--- config.mk ---
export PLATFORM = sky130hd
export DESIGN_NAME = trp_core
export DESIGN_NICKNAME = d
export VERILOG_FILES = /design/src/trp_pkg.sv /design/src/trp_core.sv
export SDC_FILE = /design/constraint.sdc
export NUM_CORES = 2
export LEC_CHECK = 0
export ABC_AREA = 1
export BUFFER_PORTS_ARGS = -buffer_cell sky130_fd_sc_hd__buf_4
export CAP_MARGIN = 0
export CORE_UTILIZATION = 61
export CTS_CLUSTER_DIAMETER = 40
export DETAILED_ROUTE_END_ITERATION = 10
export PLACE_DENSITY_LB_ADDON = 0.2
export SYNTH_ARGS = -nofsm -noshare
export SYNTH_HDL_FRONTEND = slang
export SYNTH_SLANG_ARGS = --single-unit
export TNS_END_PERCENT = 5
--- constraint.sdc ---
create_clock -name clk -period 11.95 [get_ports clk]
set_input_delay 1.195 -clock clk [delete_from_list [all_inputs] [get_ports clk]]
set_output_delay 1.195 -clock clk [all_outputs]
set_load 0.01 [all_outputs]
--- src/trp_pkg.sv ---
/*
  Shared constants for the threshold relay and peak control block:
  register map, control field positions, reset values, message codes,
  timing figures and the scaling helpers.
  Assumes a 10 MHz system clock and a 16-bit signed converter reading.
*/
package trp_pkg;

  // ------------------------------------------------------------
  // Timing
  // ------------------------------------------------------------
  localparam int CLK_NS = 100;
  localparam int TICK_MS = 100;
  localparam int TICK_CYC_DEF = TICK_MS * 1000000 / CLK_NS;
  localparam int QUICK_MS = 5000;
  localparam int QUICK_TICKS = QUICK_MS / TICK_MS;
  localparam int MENU_MS = 2000;
  // One extra tick since the press may land anywhere inside a tick
  localparam int MENU_TICKS = MENU_MS / TICK_MS + 1;
  localparam int ID_MS = 2000;
  localparam int ID_TICKS = ID_MS / TICK_MS;
  localparam int UNIT_SEC_MULT = 10;

  // ------------------------------------------------------------
  // Displayable span
  // ------------------------------------------------------------
  localparam int SPAN_MIN = -999;
  localparam int SPAN_MAX = 9999;

  // ------------------------------------------------------------
  // Register byte offsets
  // ------------------------------------------------------------
  localparam logic [7:0] A_CTRL = 8'h00;
  localparam logic [7:0] A_TH1 = 8'h04;
  localparam logic [7:0] A_TH2 = 8'h08;
  localparam logic [7:0] A_HYS = 8'h0C;
  localparam logic [7:0] A_TON = 8'h10;
  localparam logic [7:0] A_TURN_OFF_DELAY = 8'h14;
  localparam logic [7:0] A_PEAK = 8'h18;
  localparam logic [7:0] A_RANGE = 8'h1C;
  localparam logic [7:0] A_SCALE = 8'h20;
  localparam logic [7:0] A_STAT = 8'h24;
  localparam logic [7:0] A_VALUE = 8'h28;

  // ------------------------------------------------------------
  // Control field positions and encodings
  // ------------------------------------------------------------
  localparam int B_FIT = 0;
  localparam int B_MODE = 1;
  localparam int B_SEL = 3;
  localparam int B_ACT = 4;
  localparam int B_HOLD = 6;
  localparam int B_SRC = 7;
  localparam int B_FREE = 8;
  localparam int B_UNIT = 9;
  localparam logic [1:0] MODE_OFF = 2'h0;
  localparam logic [1:0] MODE_TWO = 2'h2;
  localparam logic [1:0] ACT_ON = 2'h1;
  localparam logic [1:0] ACT_OFF = 2'h2;

  // ------------------------------------------------------------
  // Reset values
  // ------------------------------------------------------------
  localparam logic [15:0] CTRL_RST = 16'h000B;
  localparam logic [15:0] RLO_RST = 16'h8000;
  localparam logic [15:0] RHI_RST = 16'h7FFF;
  localparam logic [15:0] GAIN_RST = 16'h0100;

  // ------------------------------------------------------------
  // Display message codes
  // ------------------------------------------------------------
  localparam logic [2:0] MSG_VAL = 3'h0;
  localparam logic [2:0] MSG_HI = 3'h1;
  localparam logic [2:0] MSG_LO = 3'h2;
  localparam logic [2:0] MSG_OV = 3'h3;
  localparam logic [2:0] MSG_NAME = 3'h4;
  localparam logic [2:0] MSG_ID = 3'h5;
  localparam logic [2:0] MSG_MENU = 3'h6;

  typedef enum logic [2:0] {ST_ID, ST_MEAS, ST_QUICK, ST_EDIT, ST_MENU}
    trp_state_e;

  // Reading times gain (Q8.8) plus offset
  function automatic int trp_scale(logic signed [15:0] raw,
                                   logic signed [15:0] g,
                                   logic signed [15:0] o);
    int p;
    p = int'(raw) * int'(g);
    return (p >>> 8) + int'(o);
  endfunction : trp_scale

  function automatic logic trp_ovf(int v);
    return (v < SPAN_MIN) || (v > SPAN_MAX);
  endfunction : trp_ovf

endpackage : trp_pkg

--- src/trp_core.sv ---
/*
  Threshold relay and peak control core: range and overflow messages,
  peak detection and hold, one relay channel with hysteresis and delays,
  quick threshold view and menu entry, AHB-Lite register slave.
  Assumes readings arrive on clk with a one-cycle valid; keys are raw
  pins, high while pressed; the menu engine lives elsewhere.
*/
// Functional notes
// - Out-of-range reading shows high or low message
// - In range but outside span shows overflow
// - Up/down key gives threshold quick view
// - Enter in quick view starts edit if free
// - Menu only after escape held two seconds
// - Measuring and relay keep running during configuration
// - Peak needs rise then fall by swing
// - Peak shown for set time, new restarts
// - Expired peak time returns to live value
// - Latching style, zero time holds until escape
// - Live style, zero time means no hold
// - Rightmost decimal point flashes while peak shown
// - Relay source selectable live or peak
// - Indicator follows relay, even when unfitted
// - Channel disabled, one or two thresholds
// - One threshold: selection sets zone A state
// - Two thresholds: energised inside or outside
// - Borders are threshold plus/minus hysteresis
// - Zero delays switch immediately at border
// - Non-zero delays need time past border
// - Short stay in zone keeps relay state
// - Critical state forces on, off or keep
`timescale 1ns/1ps
module trp_core
  import trp_pkg::*;
#(
  parameter int TICK_CYC = TICK_CYC_DEF,
  parameter logic [15:0] FW_ID = 16'h0101 // Arbitrary value
) (
  input wire logic clk,
  input wire logic rstn,
  input wire logic hsel,
  input wire logic [31:0] haddr,
  input wire logic [1:0] htrans,
  input wire logic hwrite,
  input wire logic [2:0] hsize,
  input wire logic [31:0] hwdata,
  input wire logic hready,
  output logic hreadyout,
  output logic hresp,
  output logic [31:0] hrdata,
  input wire logic signed [15:0] sampleRaw,
  input wire logic sampleValid,
  input wire logic keyUpPin,
  input wire logic keyDownPin,
  input wire logic keyEnterPin,
  input wire logic escapeMenuKeyPin,
  output logic signed [15:0] dispValue,
  output logic [2:0] dispMsg,
  output logic dispDp,
  output logic relayOut,
  output logic relayLed,
  output logic menuReq,
  output logic editReq,
  output logic quickIdx
);

  // ------------------------------------------------------------
  // Parameter checks
  // ------------------------------------------------------------
  if (TICK_CYC < 2 || TICK_CYC >= 16777216) begin : g_chk
    $error("TICK_CYC out of range");
  end

  // ------------------------------------------------------------
  // State
  // ------------------------------------------------------------
  typedef struct packed {
    trp_state_e st;
    logic idx;
    logic [7:0] tmr;
    logic [7:0] escCnt;
    logic [23:0] pre;
    logic [3:0] blk;
    logic [3:0] k1;
    logic [3:0] k2;
    logic [3:0] kp;
    logic [15:0] ctrl;
    logic signed [15:0] th1;
    logic signed [15:0] th2;
    logic signed [15:0] hys;
    logic [15:0] ton;
    logic [15:0] turn_off_delay;
    logic [15:0] swing;
    logic [15:0] pkTime;
    logic signed [15:0] rlo;
    logic signed [15:0] rhi;
    logic signed [15:0] gain;
    logic signed [15:0] offs;
    logic signed [15:0] live;
    logic liveOv;
    logic rangeHi;
    logic rangeLo;
    logic signed [15:0] pkRun;
    logic pkFall;
    logic signed [15:0] pkVal;
    logic pkOv;
    logic pkShown;
    logic [15:0] pkTmr;
    logic tgt;
    logic relay;
    logic [19:0] dly;
    logic signed [15:0] dispValue;
    logic [2:0] dispMsg;
    logic dispDp;
    logic relayOut;
    logic relayLed;
    logic menuReq;
    logic editReq;
    logic dph;
    logic [7:0] daddr;
    logic [31:0] hrdata;
    logic hreadyout;
    logic hresp;
  } trp_core_s;

  localparam trp_core_s RST = '{st: ST_ID, ctrl: CTRL_RST, rlo: RLO_RST,
    rhi: RHI_RST, gain: GAIN_RST, hreadyout: 1'b1, default: '0};

  trp_core_s r_reg;
  trp_core_s r_next;
  logic [3:0] edge_;
  logic tick;
  logic peakEv;
  logic crit;
  logic signed [15:0] srcV;

  // ------------------------------------------------------------
  // Next-state logic
  // ------------------------------------------------------------
  always_comb begin
    int s;
    int v;
    int lo;
    int hi;
    int h;
    logic mapped;
    logic sel;
    logic nt;
    logic [15:0] d;
    logic [19:0] lim;
    s = 0;
    v = 0;
    lo = 0;
    hi = 0;
    h = 0;
    nt = 1'b0;
    d = '0;
    lim = '0;
    mapped = 1'b0;
    sel = 1'b0;
    r_next = r_reg;
    r_next.menuReq = 1'b0;
    r_next.editReq = 1'b0;
    r_next.hreadyout = 1'b1;
    r_next.hresp = 1'b0;
    peakEv = 1'b0;
    // Key sync chain; only the second and third stages are looked at
    r_next.k1 = {keyUpPin, keyDownPin, keyEnterPin, escapeMenuKeyPin};
    r_next.k2 = r_reg.k1;
    r_next.kp = r_reg.k2;
    edge_ = r_reg.k2 & ~r_reg.kp;
    // Tenth-second time base
    tick = (r_reg.pre == 24'(TICK_CYC - 1));
    r_next.pre = tick ? '0 : r_reg.pre + 24'h000001;
    if (tick) begin
      r_next.blk = r_reg.blk + 4'h1;
    end

    // Bus writes land in the data phase; never stall the core
    if (r_reg.dph) begin
      case (r_reg.daddr)
        A_CTRL: r_next.ctrl = hwdata[15:0];
        A_TH1: r_next.th1 = hwdata[15:0];
        A_TH2: r_next.th2 = hwdata[15:0];
        A_HYS: r_next.hys = hwdata[15:0];
        A_TON: r_next.ton = hwdata[15:0];
        A_TURN_OFF_DELAY: r_next.turn_off_delay = hwdata[15:0];
        A_PEAK: {r_next.pkTime, r_next.swing} = hwdata;
        A_RANGE: {r_next.rhi, r_next.rlo} = hwdata;
        A_SCALE: {r_next.offs, r_next.gain} = hwdata;
        default: ;
      endcase
    end
    // Address phase; reads see a write from the cycle before
    sel = hsel && hready && htrans[1];
    mapped = (haddr[31:8] == 24'h000000) && (haddr[1:0] == 2'h0);
    if (hready) begin
      r_next.dph = sel && hwrite && mapped;
      r_next.daddr = haddr[7:0];
      r_next.hrdata = '0;
      if (sel && !hwrite && mapped) begin
        case (haddr[7:0])
          A_CTRL: r_next.hrdata = {16'h0000, r_next.ctrl};
          A_TH1: r_next.hrdata = {16'h0000, r_next.th1};
          A_TH2: r_next.hrdata = {16'h0000, r_next.th2};
          A_HYS: r_next.hrdata = {16'h0000, r_next.hys};
          A_TON: r_next.hrdata = {16'h0000, r_next.ton};
          A_TURN_OFF_DELAY: r_next.hrdata = {16'h0000, r_next.turn_off_delay};
          A_PEAK: r_next.hrdata = {r_next.pkTime, r_next.swing};
          A_RANGE: r_next.hrdata = {r_next.rhi, r_next.rlo};
          A_SCALE: r_next.hrdata = {r_next.offs, r_next.gain};
          A_STAT: r_next.hrdata = {21'h000000, r_reg.st, 3'h0,
            r_reg.pkShown, r_reg.liveOv, r_reg.rangeLo, r_reg.rangeHi,
            r_reg.relay};
          A_VALUE: r_next.hrdata = {16'h0000, r_reg.live};
          default: r_next.hrdata = '0;
        endcase
      end
    end

    // Reading: range flags, scaling, peak tracking
    if (sampleValid) begin
      s = trp_scale(sampleRaw, r_reg.gain, r_reg.offs);
      r_next.rangeHi = sampleRaw > r_reg.rhi;
      r_next.rangeLo = sampleRaw < r_reg.rlo;
      r_next.live = 16'(s);
      r_next.liveOv = trp_ovf(s);
      // Falling phase follows the trough; rising phase the crest
      if (r_reg.pkFall) begin
        if (s < int'(r_reg.pkRun)) begin
          r_next.pkRun = 16'(s);
        end else if (s > int'(r_reg.pkRun)) begin
          r_next.pkFall = 1'b0;
          r_next.pkRun = 16'(s);
        end
      end else if (s > int'(r_reg.pkRun)) begin
        r_next.pkRun = 16'(s);
      end else if (int'(r_reg.pkRun) - s >= int'(r_reg.swing)) begin
        peakEv = 1'b1;
        r_next.pkVal = r_reg.pkRun;
        r_next.pkOv = trp_ovf(int'(r_reg.pkRun));
        r_next.pkFall = 1'b1;
        r_next.pkRun = 16'(s);
      end
    end

    // Peak hold: timed, latched, or none
    if (peakEv) begin
      if (r_reg.pkTime != 16'h0000 || r_reg.ctrl[B_HOLD]) begin
        r_next.pkShown = 1'b1;
        r_next.pkTmr = '0;
      end else begin
        r_next.pkShown = 1'b0;
      end
    end else if (r_reg.pkShown) begin
      if (r_reg.pkTime == 16'h0000) begin
        if (edge_[0] || !r_reg.ctrl[B_HOLD]) begin
          r_next.pkShown = 1'b0;
        end
      end else if (tick) begin
        r_next.pkTmr = r_reg.pkTmr + 16'h0001;
        if (r_next.pkTmr >= r_reg.pkTime) begin
          r_next.pkShown = 1'b0;
        end
      end
    end

    // Relay zone decision on live or held peak value
    srcV = (r_reg.ctrl[B_SRC] && r_reg.pkShown) ? r_reg.pkVal
                                                : r_reg.live;
    v = int'(srcV);
    h = int'(r_reg.hys);
    lo = (r_reg.th1 < r_reg.th2) ? int'(r_reg.th1) : int'(r_reg.th2);
    hi = (r_reg.th1 < r_reg.th2) ? int'(r_reg.th2) : int'(r_reg.th1);
    nt = r_reg.tgt;
    if (r_reg.ctrl[B_MODE +: 2] == MODE_TWO) begin
      if (v > lo + h && v < hi - h) begin
        nt = r_reg.ctrl[B_SEL];
      end else if (v < lo - h || v > hi + h) begin
        nt = !r_reg.ctrl[B_SEL];
      end
    end else if (v > int'(r_reg.th1) + h) begin
      nt = r_reg.ctrl[B_SEL];
    end else if (v < int'(r_reg.th1) - h) begin
      nt = !r_reg.ctrl[B_SEL];
    end
    d = nt ? r_reg.ton : r_reg.turn_off_delay;
    lim = r_reg.ctrl[B_UNIT] ? 20'(int'(d) * UNIT_SEC_MULT) : 20'(d);
    crit = r_reg.rangeHi || r_reg.rangeLo;
    if (r_reg.ctrl[B_MODE +: 2] == MODE_OFF) begin
      r_next.relay = 1'b0;
      r_next.tgt = 1'b0;
      r_next.dly = '0;
    end else if (crit) begin
      r_next.dly = '0;
      if (r_reg.ctrl[B_ACT +: 2] == ACT_ON) begin
        r_next.relay = 1'b1;
      end else if (r_reg.ctrl[B_ACT +: 2] == ACT_OFF) begin
        r_next.relay = 1'b0;
      end
    end else begin
      r_next.tgt = nt;
      if (nt == r_reg.relay) begin
        r_next.dly = '0;
      end else if (r_reg.dly >= lim) begin
        r_next.relay = nt;
        r_next.dly = '0;
      end else if (tick) begin
        r_next.dly = r_reg.dly + 20'h00001;
      end
    end
    // Indicator always follows; contact only when fitted
    r_next.relayLed = r_next.relay;
    r_next.relayOut = r_next.relay && r_reg.ctrl[B_FIT];

    // Front-panel key machine
    case (r_reg.st)
      ST_ID: begin
        if (tick) begin
          r_next.tmr = r_reg.tmr + 8'h01;
          if (r_reg.tmr == 8'(ID_TICKS - 1)) begin
            r_next.st = ST_MEAS;
            r_next.tmr = '0;
          end
        end
      end
      ST_MEAS: begin
        if (edge_[3] || edge_[2]) begin
          r_next.st = ST_QUICK;
          r_next.idx = 1'b0;
          r_next.tmr = '0;
          r_next.escCnt = '0;
        end else if (!r_reg.k2[0]) begin
          r_next.escCnt = '0;
        end else if (tick) begin
          r_next.escCnt = r_reg.escCnt + 8'h01;
          if (r_next.escCnt >= 8'(MENU_TICKS)) begin
            r_next.st = ST_MENU;
            r_next.menuReq = 1'b1;
            r_next.escCnt = '0;
          end
        end
      end
      ST_QUICK: begin
        if (edge_[3] || edge_[2]) begin
          r_next.idx = (r_reg.ctrl[B_MODE +: 2] == MODE_TWO) && !r_reg.idx;
          r_next.tmr = '0;
        end else if (edge_[1] && r_reg.ctrl[B_FREE]) begin
          r_next.st = ST_EDIT;
          r_next.editReq = 1'b1;
        end else if (edge_[0]) begin
          r_next.st = ST_MEAS;
        end else if (tick) begin
          r_next.tmr = r_reg.tmr + 8'h01;
          if (r_reg.tmr == 8'(QUICK_TICKS - 1)) begin
            r_next.st = ST_MEAS;
          end
        end
      end
      ST_EDIT: begin
        if (edge_[0] || edge_[1]) begin
          r_next.st = ST_MEAS;
        end
      end
      ST_MENU: begin
        if (edge_[0]) begin
          r_next.st = ST_MEAS;
        end
      end
      default: r_next.st = ST_MEAS;
    endcase

    // Display selection: state views first, then range messages, held peak, live overflow
    r_next.dispValue = r_reg.live;
    r_next.dispMsg = MSG_VAL;
    r_next.dispDp = 1'b0;
    if (r_reg.st == ST_ID) begin
      r_next.dispMsg = MSG_ID;
      r_next.dispValue = FW_ID;
    end else if (r_reg.st == ST_MENU) begin
      r_next.dispMsg = MSG_MENU;
    end else if (r_reg.st == ST_QUICK || r_reg.st == ST_EDIT) begin
      r_next.dispValue = r_reg.idx ? r_reg.th2 : r_reg.th1;
      if (r_reg.st == ST_QUICK && r_reg.blk[3]) begin
        r_next.dispMsg = MSG_NAME;
      end
    end else if (r_reg.rangeHi) begin
      r_next.dispMsg = MSG_HI;
    end else if (r_reg.rangeLo) begin
      r_next.dispMsg = MSG_LO;
    end else if (r_reg.pkShown) begin
      r_next.dispValue = r_reg.pkVal;
      r_next.dispMsg = r_reg.pkOv ? MSG_OV : MSG_VAL;
      r_next.dispDp = r_reg.blk[2];
    end else if (r_reg.liveOv) begin
      r_next.dispMsg = MSG_OV;
    end
  end

  // ------------------------------------------------------------
  // State register
  // ------------------------------------------------------------
  always_ff @(posedge clk or negedge rstn) begin
    if (!rstn) begin
      r_reg <= RST;
    end else begin
      r_reg <= r_next;
    end
  end

  // Outputs straight from the state register
  assign hreadyout = r_reg.hreadyout;
  assign hresp = r_reg.hresp;
  assign hrdata = r_reg.hrdata;
  assign dispValue = r_reg.dispValue;
  assign dispMsg = r_reg.dispMsg;
  assign dispDp = r_reg.dispDp;
  assign relayOut = r_reg.relayOut;
  assign relayLed = r_reg.relayLed;
  assign menuReq = r_reg.menuReq;
  assign editReq = r_reg.editReq;
  assign quickIdx = r_reg.idx;
endmodule : trp_core

# Word level (Yosys, flattened, before mapping)
# Index checks and enable logic that the tools add are counted.
[classes] magnitude_cmp=19 eq_ne=49 muxes=109 bitwise_logic=4 reduce_logical=47 add_sub_neg=14 n_mul=2
[op_table] cell="$pmux W32 S11" n=1
[op_table] cell="$mux W16" n=17
[op_table] cell="$mux W192" n=1
[op_table] cell="$mux W32" n=6
[op_table] cell="$mux W17" n=5
[op_table] cell="$mux W20" n=4
[op_table] cell="$mux W8" n=10
[op_table] cell="$eq A8 B5 Y1 const B" n=9
[op_table] cell="$add A32 B16 Y32" n=2
[op_table] cell="$gt A16 B32 Y1" n=2
[op_table] cell="$lt A16 B32 Y1" n=2
[op_table] cell="$sub A32 B16 Y32" n=2
[op_table] cell="$mux W3" n=18
[op_table] cell="$eq A8 B6 Y1 const B" n=5
[op_table] cell="$mux W19" n=2
[op_table] cell="$mux W1" n=34
[op_table] cell="$mux W34" n=1
[op_table] cell="$eq A8 B4 Y1 const B" n=4
[op_table] cell="$lt A16 B16 Y1" n=2
[op_table] cell="$mul A16 B16 Y32" n=1
[op_table] cell="$ge A26 B17 Y1" n=1
[op_table] cell="$sub A16 B25 Y26" n=1
[op_table] cell="$add A24 B16 Y25" n=1
[op_table] cell="$gt A25 B15 Y1 const B" n=1
[op_table] cell="61 further kinds" n=112
[word_totals] reg_bits=408 out_inout_bits=59 in_bits=95 word_cells=287

# Longest topological paths before layout
[depth] ltp_word=17 depth_mapped=77 mapped_depth_nobuf=75

# Least setup slack after synthesis
# No wires, ideal clock.
[synth_path] path_type="reg2reg" from="reg r_reg[320] (netlist bit)" to="reg r_reg[74] (netlist bit)" path_buffers=4 slack_ns=2.078 period_less_slack_ns=9.872 required_ns=11.878 setup_time_ns=0.072 t_arrival_ns=9.801 path_stages_with_launch=68 path_cell_list="dfrtp_1 -> ha_1 -> a21boi_0 -> o211ai_1 -> nand2_1 -> nand4_1 -> o211ai_1 -> a21oi_1 -> o211ai_2 -> xnor2_1 -> clkbuf_1 -> a21oi_1 -> ha_1 -> inv_1 -> a21oi_1 -> o31ai_1 -> a21boi_2 -> o21bai_1 -> [32 not listed] -> o21ai_0 -> nand2_1 -> nand2_1 -> a21oi_1 -> inv_1 -> nand3_1 -> nand3_1 -> ha_1 -> nand2_1 -> a21oi_1 -> a211oi_1 -> nand2_1 -> nor2_2 -> inv_1 -> clkbuf_1 -> o21ai_0 -> inv_1 -> nor2_1"
[synth_via] elab_chain_cells=16 elab_cells_between_ends=32 classes_between="6 x add/sub; 1 x mul; 8 x order compare; 1 x eq/ne; 13 x mux; 3 x reduce/logical"
[synth_lines] element="start, declared" line="trp_core.sv:128" rtl="trp_core_s r_reg;"
[synth_lines] element="start signal, assigned" line="trp_core.sv:406" rtl="r_reg <= r_next;"
[synth_lines] element="$lt A16 B16 Y1" line="trp_core.sv:272, trp_core.sv:273"
[synth_lines] element="$mux W32, on equally long branches" line="trp_core.sv:272, trp_core.sv:273"
[synth_lines] element="$sub A32 B16 Y32 / $add A32 B16 Y32 (equally long branches)" line="trp_core.sv:278" rtl="end else if (v < lo - h || v > hi + h) begin"
[synth_lines] element="$lt A16 B32 Y1 / $gt A16 B32 Y1 (equally long branches)" line="trp_core.sv:278"
[synth_lines] element="$logic_or A1 B1 Y1" line="trp_core.sv:278"
[synth_lines] element="$mux W1" line="trp_core.sv:278"
[synth_lines] element="$mux W1" line="trp_core.sv:276" rtl="if (v > lo + h && v < hi - h) begin"
[synth_lines] element="$mux W1 *" line="trp_core.sv:275" rtl="if (r_reg.ctrl[B_MODE +: 2] == MODE_TWO) begin"
[synth_lines] element="$mux W16" line="trp_core.sv:286" rtl="d = nt ? r_reg.ton : r_reg.turn_off_delay;"
[synth_lines] element="$mul A16 B3 Y19" line="trp_core.sv:287" rtl="lim = r_reg.ctrl[B_UNIT] ? 20'(int'(d) * UNIT_SEC_MULT) : 20'(d);"
[synth_lines] element="$mux W20" line="trp_core.sv:287"
[synth_lines] element="$ge A20 B20 Y1" line="trp_core.sv:304" rtl="end else if (r_reg.dly >= lim) begin"
[synth_lines] element="$mux W20" line="trp_core.sv:304"
[synth_lines] element="$mux W20" line="trp_core.sv:302" rtl="if (nt == r_reg.relay) begin"
[synth_lines] element="$mux W21" line="trp_core.sv:293" rtl="end else if (crit) begin"
[synth_lines] element="$mux W22" line="trp_core.sv:289" rtl="if (r_reg.ctrl[B_MODE +: 2] == MODE_OFF) begin"
# Mark *: on every way between the ends. The rest lies on a longest branch, timed or not.
# A chain may end at the register's enable or synchronous reset.

# Worst setup path after layout
[layout_path] from="reg r_reg[320] (netlist bit)" to="reg r_reg[78] (netlist bit)"
# The elaborated chain is that of the path after synthesis.

==> results.cfg <==
[yosys]
async_flop_share_pct = 100
yosysSeqAreaShare_pct = 23.3
yosysMostFrequentCell = nand2_1
synth.avg_cell_area_um2 = 7.57
ys_warn_count = 0
synth_fp_nets = 6704
synthTopCellsByCount = nand2_1, inv_1, ha_1
synth_edf_count = 0
synthCells = 5816
yosys.area.top_type = dfrtp_1
synth.distinct_cells = 73
synthFlopType = dfrtp_1
ys_ff_latch = 408
synth_top_area_share_pct = 22.1
synth_area_um2 = 44000
synth.area.top_cells = dfrtp_1, ha_1, fa_1, nand2_1, inv_1

[route]
vias = 39914
drtIter0Drc = 3647
antenna_left = 0
drc = 0
postRouteWirelength_mm = 136
drtPass1Iterations = 6
routedWlPerCell_um = 19.9
via_per_inst = 5.82

[die]
coreArea_um2 = 71500
row_count = 98
die_w_um = 271
chipHeight_um = 271
design.die.area_um2 = 73200
io_pins = 154
initial_utilization_pct = 61.6

[sta]
slew_violations = 0
max_slew_margin_pct = 21.3
fin_setup_tns_ns = 0
finalCriticalPeriod_ns = 11.12
fmax_mhz = 89.9
hold_viol = 0
finalSetupViolations = 0
tightestPinTransition_ns = 1.18
finalClockSkew_ns = 0.0176
rsz0062_at_grt = false
fin_crit_sh_pct = 93.1

[clock_tree]
cts_sinks = 408
h-tree-depth = 2
clkTransAtPathRegs_ns = 0.06
clk_latency_ns = 0.63
cts_made_buffers = 60
clock-root-buffer = clkbuf_16
cts_tree = built
cts_buffer_depth = 3

[finish]
synthToLayoutAreaGrowth_pct = 8.45
drive_gt1_share_pct = 7.57
multi_input_area_um2 = 28900
largest_reg_flops = 343
fin_nets = 6743
fillers = 6198
regArea_um2 = 10200

[grt]
gr-total-overflow = 0
grt_max_degree = 92
grt_pass1_vias = 38729
antenna_found_initial = 8
globalRouteTotalUtil_pct = 37.1
grt_pass1_wl_mm = 213

[critical_path]
setup.worst_path.start_class = flop
worst_path_most_repeated_cell = nand2_1
required_ns = 12.49
end_kind = flop
worst_path_largest_cell_delay_ns = 0.51
path_class = flop to flop
crit_fanout = 25
critPathArrivalTime_ns = 11.66
slowest_stage = dfrtp_2

[run_status]
status = complete, no violations

[place]
place_congestion = 1.00
port_buffers = 147
dp_hpwl_mm = 107

[job]
drv_cap = 0

[hold_path]
hp-class = flop to flop
## path summary, 6_finish.rpt
path	startpoint	endpoint	slack, ns	cells past startpoint
setup / recovery	r_reg[320]	r_reg[78]	0.83	68
hold / removal	r_next[358]	r_next[354]	0.35	0
setup reg to reg	r_reg[320]	r_reg[78]	0.83	68
hold reg to reg	r_next[358]	r_next[354]	0.35	0
max in group asynchronous	rstn	r_reg[320]	9.02	3
min in group asynchronous	rstn	r_reg[367]	0.56	1
## through the flow
step / utilization, % / area, um^2 / instances / setup slack (ns) / hold WS (ns)
3_3_place_gp: 63.8 / 45600 / 6741 / 0.529 / 0.335
2_1_floorplan: - / 44000 / 5816 / 2.08 / 0.331
5_1_grt: 66.8 / 47700 / 6857 / 0.0128 / 0.365
3_5_place_dp: 63.8 / 45600 / 6741 / 0.326 / 0.337
6_report: 66.8 / 47700 / 6858 / 0.827 / 0.350
4_1_cts: 66.7 / 47700 / 6855 / 0.207 / 0.352
## what timing repair did
action	4_1_cts	5_1_grt
setup endpoints to repair	0	22
setup buffers	0	2
hold buffers	0	0
gates resized for setup	0	14
## layout by cell type (no fill, tap or decap), types with 16 or more instances in the layout
master and n:
xnor2_1 42, a21o_1 19, dfstp_2 20, a21oi_1 407, o211ai_1 28, nand4_1 64, inv_1 1003, nand2_1 1248
nor2_1 330, nand3_1 245, o21bai_1 22, clkbuf_16 61, o21ai_0 379, a221oi_1 22, a211oi_1 18, dfrtp_1 387
or2_2 16, o21ai_2 25, ha_1 517, nor4_1 26, o21ai_1 36, xor2_1 161, nor3_1 64, o31ai_1 25
nor2_2 18, fa_1 276, buf_4 205
## kinds of logic after synthesis
kind of cell	synth area share, %
simple gates	19.8
buf+inv	11.2
compound gates	14.2
fa+ha+maj	27.3
flops	23.3
xor+xnor	4.06
mux	0.151
other cells	0.0171
## area by class of cell
type                            count  share of cell area (%)
Clock inverter                     43                   0.944
Inverter                         1007                    7.92
Clock buffer                       71                    3.32
Sequential cell                   408                    21.4
Multi-Input combinational cell   4170                    60.6
Antenna cell                        1                 0.00524
Timing Repair Buffer              208                    3.31
Tap cell                          950                    2.49
## layer usage
| layer | vias to the layer above | share of wire (%) | global-route usage (%) |
|---|---|---|---|
| li1 | 18843 | - | - |
| met1 | 19055 | 40 | 48.1 |
| met2 | 1643 | 46 | 60.6 |
| met3 | 365 | 8.3 | 5.84 |
| met4 | 8 | 5.4 | 17.6 |
| met5 | - | 0.042 | 0 |
## worst max-delay path: cells and delay by family, from the launching register on
kind / cells / cell delay (ns)
AOI/OAI and AO/OA: 24 / 4.25
and+or+nand+nor: 27 / 2.78
adders and majority gates: 8 / 2.46
buffers and inverters: 8 / 0.86
DFF: 1 / 0.51
xor gates and xnor gates: 1 / 0.18
Power is not shown: default switching activity piles up to over one toggle a cycle in this logic, so the estimate is an artifact.
